### src/hdl/alias_regs_params.svh
// Register offsets, reset values and field positions of the alias and message bank.
`ifndef ALIAS_REGS_PARAMS_SVH
`define ALIAS_REGS_PARAMS_SVH
`define OFS_ALIAS_SLOT5   8'h15
`define OFS_ALIAS_SLOT6   8'h16
`define OFS_ALIAS_SLOT7   8'h17
`define OFS_MSG_A         8'h18
`define OFS_MSG_B         8'h19
`define RST_ALIAS         7'h00
`define RST_MSG_A         8'h00
`define RST_MSG_B         8'h01
`define ALIAS_FIELD_MSB   7
`define ALIAS_FIELD_LSB   1
`define NUM_ALIAS_SLOTS   3
`endif

### src/hdl/alias_regs_pkg.sv
// Types shared by the alias and message register bank.
package alias_regs_pkg;
  typedef logic [6:0] i2c_addr_t;
  typedef logic [7:0] reg_byte_t;
  typedef logic [7:0] reg_addr_t;
  typedef struct packed {
    i2c_addr_t [2:0] alias_r;
    i2c_addr_t [2:0] target_r;
    reg_byte_t       msg_a_r;
    reg_byte_t       msg_b_r;
    reg_byte_t       rdata_r;
    logic            fwd_valid_r;
    i2c_addr_t       fwd_addr_r;
  } bank_state_t;
endpackage : alias_regs_pkg

### src/hdl/remote_alias_and_mailbox_regs.sv
// Remote alias slots 5 to 7, their remap targets and two message bytes.
`include "alias_regs_params.svh"

module remote_alias_and_mailbox_regs (
  input  wire logic                     sys_clk,
  input  wire logic                     rst,
  input  wire logic                     reg_wr,
  input  wire logic                     reg_rd,
  input  wire alias_regs_pkg::reg_addr_t reg_addr,
  input  wire alias_regs_pkg::reg_byte_t reg_wdata,
  output      alias_regs_pkg::reg_byte_t reg_rdata,
  output      logic                     reg_hit,
  input  wire alias_regs_pkg::i2c_addr_t target_addr_slot5,
  input  wire alias_regs_pkg::i2c_addr_t target_addr_slot6,
  input  wire alias_regs_pkg::i2c_addr_t target_addr_slot7,
  input  wire logic                     xact_valid,
  input  wire alias_regs_pkg::i2c_addr_t xact_addr,
  output      logic                     fwd_valid,
  output      alias_regs_pkg::i2c_addr_t fwd_addr,
  output      alias_regs_pkg::i2c_addr_t alias_addr_slot5,
  output      alias_regs_pkg::i2c_addr_t alias_addr_slot6,
  output      alias_regs_pkg::i2c_addr_t alias_addr_slot7
);
  import alias_regs_pkg::*;

  bank_state_t st_r;
  bank_state_t st_nxt;
  logic [2:0]  slot_match;

  // Returns the alias slot index for a register offset, or 3 when none.
  function automatic logic [1:0] alias_index(input reg_addr_t a);
    case (a)
      `OFS_ALIAS_SLOT5: alias_index = 2'h0;
      `OFS_ALIAS_SLOT6: alias_index = 2'h1;
      `OFS_ALIAS_SLOT7: alias_index = 2'h2;
      default:          alias_index = 2'h3;
    endcase
  endfunction : alias_index

  // A zero alias is how software parks a slot, so it must never match.
  genvar g;
  generate
    for (g = 0; g < `NUM_ALIAS_SLOTS; g++) begin : g_match
      assign slot_match[g] = (st_r.alias_r[g] != `RST_ALIAS) &&
                             (st_r.alias_r[g] == xact_addr);
    end
  endgenerate

  always_comb begin
    logic [1:0] idx;
    idx = alias_index(reg_addr);
    st_nxt = st_r;
    // Target addresses are owned by neighbouring registers; sample them each cycle.
    st_nxt.target_r[0] = target_addr_slot5;
    st_nxt.target_r[1] = target_addr_slot6;
    st_nxt.target_r[2] = target_addr_slot7;
    if (reg_wr) begin
      if (idx != 2'h3) begin
        st_nxt.alias_r[idx] = reg_wdata[`ALIAS_FIELD_MSB:`ALIAS_FIELD_LSB];
      end
      if (reg_addr == `OFS_MSG_A) begin
        st_nxt.msg_a_r = reg_wdata;
      end
      if (reg_addr == `OFS_MSG_B) begin
        st_nxt.msg_b_r = reg_wdata;
      end
    end
    if (reg_rd) begin
      if (idx != 2'h3) begin
        st_nxt.rdata_r = {st_r.alias_r[idx], 1'b0};
      end else if (reg_addr == `OFS_MSG_A) begin
        st_nxt.rdata_r = st_r.msg_a_r;
      end else if (reg_addr == `OFS_MSG_B) begin
        st_nxt.rdata_r = st_r.msg_b_r;
      end else begin
        st_nxt.rdata_r = 8'h00;
      end
    end
    // The forward strobe is a one-cycle pulse; whatever matches no slot stays local.
    st_nxt.fwd_valid_r = 1'b0;
    if (xact_valid) begin
      // Lowest slot wins should software program two slots alike.
      if (slot_match[0]) begin
        st_nxt.fwd_valid_r = 1'b1;
        st_nxt.fwd_addr_r  = st_r.target_r[0];
      end else if (slot_match[1]) begin
        st_nxt.fwd_valid_r = 1'b1;
        st_nxt.fwd_addr_r  = st_r.target_r[1];
      end else if (slot_match[2]) begin
        st_nxt.fwd_valid_r = 1'b1;
        st_nxt.fwd_addr_r  = st_r.target_r[2];
      end
    end
  end

  // The reset branch loads only constants, so the asynchronous path stays a plain clear or preset.
  always_ff @(posedge sys_clk or posedge rst) begin
    if (rst) begin
      st_r.alias_r     <= {`NUM_ALIAS_SLOTS{`RST_ALIAS}};
      st_r.target_r    <= '0;
      st_r.msg_a_r     <= `RST_MSG_A;
      st_r.msg_b_r     <= `RST_MSG_B;
      st_r.rdata_r     <= 8'h00;
      st_r.fwd_valid_r <= 1'b0;
      st_r.fwd_addr_r  <= 7'h00;
    end else begin
      st_r <= st_nxt;
    end
  end

  assign reg_rdata        = st_r.rdata_r;
  assign reg_hit          = (alias_index(reg_addr) != 2'h3) ||
                            (reg_addr == `OFS_MSG_A) || (reg_addr == `OFS_MSG_B);
  assign fwd_valid        = st_r.fwd_valid_r;
  assign fwd_addr         = st_r.fwd_addr_r;
  assign alias_addr_slot5 = st_r.alias_r[0];
  assign alias_addr_slot6 = st_r.alias_r[1];
  assign alias_addr_slot7 = st_r.alias_r[2];
endmodule : remote_alias_and_mailbox_regs

### config.mk
export PLATFORM = sky130hd
export DESIGN_NAME = remote_alias_and_mailbox_regs
export DESIGN_NICKNAME = d
export VERILOG_FILES = /design/src/hdl/alias_regs_pkg.sv /design/src/hdl/remote_alias_and_mailbox_regs.sv
export VERILOG_INCLUDE_DIRS = /design/src /design/src/hdl
export SDC_FILE = /design/constraint.sdc
export NUM_CORES = 1
export LEC_CHECK = 0
export BUFFER_PORTS_ARGS = -buffer_cell sky130_fd_sc_hd__buf_2
export CORE_UTILIZATION = 57
export DETAILED_ROUTE_END_ITERATION = 10
export PLACE_DENSITY_LB_ADDON = 0.05
export SLEW_MARGIN = 20
export SYNTH_ARGS = -nofsm -noshare
export SYNTH_HDL_FRONTEND = slang
export SYNTH_SLANG_ARGS = --single-unit
### constraint.sdc
create_clock -name sys_clk -period 4.8 [get_ports sys_clk]
set_input_delay 0.24 -clock sys_clk [delete_from_list [all_inputs] [get_ports sys_clk]]
set_output_delay 0.24 -clock sys_clk [all_outputs]
set_load 0.05 [all_outputs]
# Word level (Yosys, flattened, before mapping)
# Index checks and enable logic that the tools add are counted.
op_classes:
  n_lt_le_gt_ge: 2
  n_eq_ne: 9
  n_mux: 13
  reduce_logical: 14
ops:
  columns: ["operator", "n"]
  rows:
  - ["$mux W8", 7]
  - ["$eq A8 B5 Y1 const B", 5]
  - ["$bwmux W21", 1]
  - ["$eq A7 B7 Y1", 3]
  - ["$reduce_bool A7 Y1", 3]
  - ["$bmux W7 S2", 1]
  - ["$demux W7 S2", 1]
  - ["$mux W7", 2]
  - ["$reduce_and A2 Y1", 4]
  - ["$pmux W2 S3", 1]
  - ["$logic_and A1 B1 Y1", 4]
  - ["$lt A2 B3 Y1 const B", 1]
  - ["$reduce_bool A3 Y1", 1]
  - ["$ge A2 B1 Y1 const B", 1]
  - ["$logic_or A1 B1 Y1", 2]
  - ["$ne A2 B2 Y1 const B", 1]
totals:
  reg_bits: 74
  inputBits: 49
  output_inout_bits: 38

# Logic depth before layout (Yosys ltp)
logic_depth:
  word_depth: 7
  mapped_depth: 7
  ltp_nobuf: 6

# Worst setup path before layout
# OpenSTA, ideal clock, no wires.
synth_path:
  kind: "register -> register"
  startpoint: "register st_r (netlist bit alias_addr_slot5[0])"
  endpoint: "register st_r (netlist bit fwd_addr[0])"
  arrival_ps: 2048
  required_time_ps: 4675
  setup_slack_ps: 2627
  path_stages_with_launch: 8
  path_cell_list: "dfrtp_1 > nor4_1 > a211o_1 > a2111oi_4 > buf_4 > and3b_1 > a221o_1 > mux2_2"
synth_between:
  elab_chain_len: 4
  word_cells_on_any_way: 6
  classes_between: "eq/ne: 1; mux: 1; reduce/logical: 4"
synth_lines:
  columns: ["element", "line_no", "text"]
  rows:
  - ["from (decl)", "remote_alias_and_mailbox_regs.sv:26", "bank_state_t st_r;"]
  - ["from (signal assigned)", "remote_alias_and_mailbox_regs.sv:107", "st_r <= st_nxt;"]
  - ["$eq A7 B7 Y1 or $reduce_bool A7 Y1 (tied branches)", null, null]
  - ["$logic_and A1 B1 Y1 *", "remote_alias_and_mailbox_regs.sv:44", "assign slot_match[g] = (st_r.alias_r[g] != `RST_ALIAS) &&"]
  - ["$reduce_bool A3 Y1 (no line)", null, null]
  - ["$reduce_and A2 Y1 (no line)", null, null]
# Mark *: on every way between the ends. The rest lies on a longest branch, timed or not.
# A chain may end at the register's enable or synchronous reset.

# Worst setup path in the final report
layout_path:
  startpoint: "register st_r (netlist bit alias_addr_slot5[1])"
  endpoint: "register st_r (netlist bit fwd_addr[1])"
# The elaborated chain is that of the path after synthesis.

==> flow_metrics.env <==
export IMPL_outcome="complete, no violations"
export IMPL_io_pins=87
export IMPL_ant_nets=0
export IMPL_ff2ff_setup_slack_ns=2.17
export IMPL_gr_total_overflow=0
export IMPL_irDropWorstVdd_uv=204
export IMPL_grt_pass1_wl_um=12100
export IMPL_htreeDepth=3
export IMPL_fin_ws_ns=2.17
export IMPL_core_area_um2=5960
export IMPL_period_needed_ns=2.63
export IMPL_crit_family="compound AO/OA/AOI/OAI gates"
export IMPL_r2r_end="fwd_addr[1]"
export IMPL_hold_viol=0
export IMPL_ys_seq_area_frac=0.522
export IMPL_clockBufferDepth=2
export IMPL_synth_cell_type_count=36
export IMPL_maxSlewViolCount=0
export IMPL_powerDensity_nw_per_um2=321
export IMPL_place_hpwl_um=5380
export IMPL_cts_buffers=9
export IMPL_drcViolationCount=0
export IMPL_cts_root_buffer="clkbuf_8"
export IMPL_final_cell_mix="buf_2 (86), dfrtp_1 (73), mux2_2 (45), dlygate4sd3_1 (21), o21ai_0 (14)"
export IMPL_finalClockSkew_ns=0.0103
export IMPL_r2r_start="alias_addr_slot5[1]"
export IMPL_clk_pin_slew_ns=0.08
export IMPL_wl_um=7730
export IMPL_mostFrequentLayoutCell="buf_2"
export IMPL_antenna_found_initial=0
export IMPL_path_cells="nor4_1 -> a211o_1 -> a2111oi_4 -> nor3_2 -> a221o_1 -> mux2_2"
export IMPL_dieArea_um2=6550
export IMPL_critPathKind="flip-flop to flip-flop"
export IMPL_cap_violations=0
export IMPL_setup_tns_final_ns=0
export IMPL_power_leakage_nw=2.14
export IMPL_synth_enable_flop_cells=0
export IMPL_wl_per_cell_um=17.6
export IMPL_grt_pass1_vias=2497
export IMPL_hold_path_class="input pin to flip-flop"
export IMPL_num_vias=2450
export IMPL_cp_startpoint="alias_addr_slot5[1]"
export IMPL_die_x_um=80.9
export IMPL_antenna_cells=0
export IMPL_crit_fanout=16
export IMPL_cpPeakStageDelay_ns=0.80
export IMPL_rows=28
export IMPL_grt_max_degree=75
export IMPL_async_flop_share=1.00
export IMPL_avgSynthCellArea_um2=12.3
export IMPL_cpMaxStageDelayCell="a2111oi_4"
export IMPL_worst_path_stages=6
export IMPL_required_ns=5.03
export IMPL_nets=409
export IMPL_numClockSinks=74
export IMPL_crit_buf_inv=0
export IMPL_cp_endpoint="fwd_addr[1]"
export IMPL_syn_nets=337
export IMPL_worstSetupStartpointType="flip-flop"
export IMPL_cts_repair_resized=0
export IMPL_fmax_mhz=380
export IMPL_drt_first_pass_iters=4
export IMPL_drive_gt1_frac=0.427
export IMPL_syn_cell_area_um2=3550
export IMPL_vias_per_cell=5.57
export IMPL_dpl_cell_count=403
export IMPL_crit_path_end_kind="flip-flop"
export IMPL_place_congestion=0.860
export IMPL_slew_headroom=0.367
export IMPL_synthCells=288
export IMPL_clk_latency_ns=0.34
export IMPL_instances_no_fill=440
export IMPL_areaGrowthSynthToFinish_pct=18.2
export IMPL_period_share=0.548
export IMPL_n_fill_cell=440
export IMPL_synthFlopType="dfrtp_1"
export IMPL_start_util=0.596
export IMPL_grt_usage=0.255
export IMPL_drtIter0Drc=63
export IMPL_ys_ff_latch=74
export IMPL_port_buffers=86
export IMPL_die_h_um=80.9
export IMPL_setup_viol=0
export IMPL_r2r_cells=6
export IMPL_cts_tree="done"
export IMPL_cp_data_arrival_time_ns=2.86
export IMPL_dp_slack_ns=1.91
export IMPL_grt_setup_unrepaired="no"
export IMPL_tightest_slew_ns=0.943
export IMPL_yosysWarnings=0
what timing repair did:
item | in CTS | in global routing
endpoints found under the hold margin | 20 | 1
buffers inserted | 0 | 0
hold buffers | 20 | 1
setup endpoints to repair | 0 | 0
worst min path at each step:
stage                     depth (start not counted)            startpoint        to
final                                             2          reg_wdata[0]  st_r[24]
after floorplan                                   0  target_addr_slot5[0]  st_r[32]
after CTS                                         1  target_addr_slot7[5]  st_r[51]
after detailed placement                          1  target_addr_slot5[2]  st_r[34]
after global routing                              2          reg_wdata[0]  st_r[16]
after global placement                            1  target_addr_slot7[4]  st_r[50]
cells in the mapped netlist, types with 2 or more instances:
master,instances,area share
buf_2,3,0.0042
dfrtp_1,73,0.51
mux2_2,45,0.14
nor4_1,4,0.0070
o22ai_1,8,0.014
xor2_1,9,0.022
nor2_1,2,0.0021
buf_4,37,0.078
o2111ai_1,7,0.017
a221o_1,7,0.020
nand4_1,3,0.0053
o21ai_0,14,0.020
clkbuf_1,6,0.0063
nand2b_1,2,0.0035
and3b_1,7,0.017
or4b_1,2,0.0056
mux2i_1,7,0.020
inv_1,10,0.011
nand3_1,3,0.0042
nand2_1,11,0.012
nor3_1,3,0.0042
xnor2_1,11,0.027
power by group:
part	switching [W]	leakage (nW)	internal, W
combinational	0.0000923	1.06	0.0000643
clock	0.000226	0.110	0.000295
sequential	0.0000206	0.975	0.000648
metal layers:
| layer | vias to the layer above | GRT usage | share of wire |
|---|---|---|---|
| met4 | 0 | 0.146 | 0.031 |
| met2 | 75 | 0.406 | 0.48 |
| met5 | - | 0 | 0 |
| li1 | 1140 | - | - |
| met3 | 21 | 0.0472 | 0.045 |
| met1 | 1214 | 0.326 | 0.44 |
flip-flops by register name, summed over array words and instances, names as in the netlist:
name,flops
alias_addr_slot5,7
alias_addr_slot6,7
alias_addr_slot7,7
fwd_addr,7
fwd_valid,1
reg_rdata,8
st_r,37
worst register-to-register path: stages (launching register included):
cell,delay (ns)
dfrtp_1,0.45
nor4_1,0.09
a211o_1,0.34
a2111oi_4,0.80
nor3_2,0.25
a221o_1,0.35
mux2_2,0.26
kinds of logic after synthesis:
family	share of synthesized area
AOI/OAI and AO/OA	0.0853
DFF	0.522
and+or+nand+nor	0.0793
muxes	0.162
buffers and inverters	0.102
xor gates and xnor gates	0.0493
stage by stage:
stage                     power [W]   util  instance area [um^2]  hold slack (ns)
after floorplan            0.000782      -                  3550            0.271
after global placement     0.000820  0.632                  3760            0.348
after detailed placement   0.000823  0.632                  3760            0.350
after CTS                   0.00136  0.702                  4180          0.00208
after global routing        0.00141  0.705                  4200            0.131
final                       0.00135  0.705                  4200            0.141
area by class of cell:
| cell class | instances | area (um^2) | share of cell area |
|---|---|---|---|
| inverter | 11 | 41.3 | 0.00984 |
| multi-input combinational | 156 | 1340 | 0.320 |
| sequential | 74 | 1850 | 0.442 |
| clock buffer | 10 | 128 | 0.0304 |
| clock inverter | 6 | 91.3 | 0.0218 |
| timing repair buffer | 108 | 648 | 0.154 |
| tap | 75 | 93.8 | 0.0224 |
(Power assumes the default switching activity.)
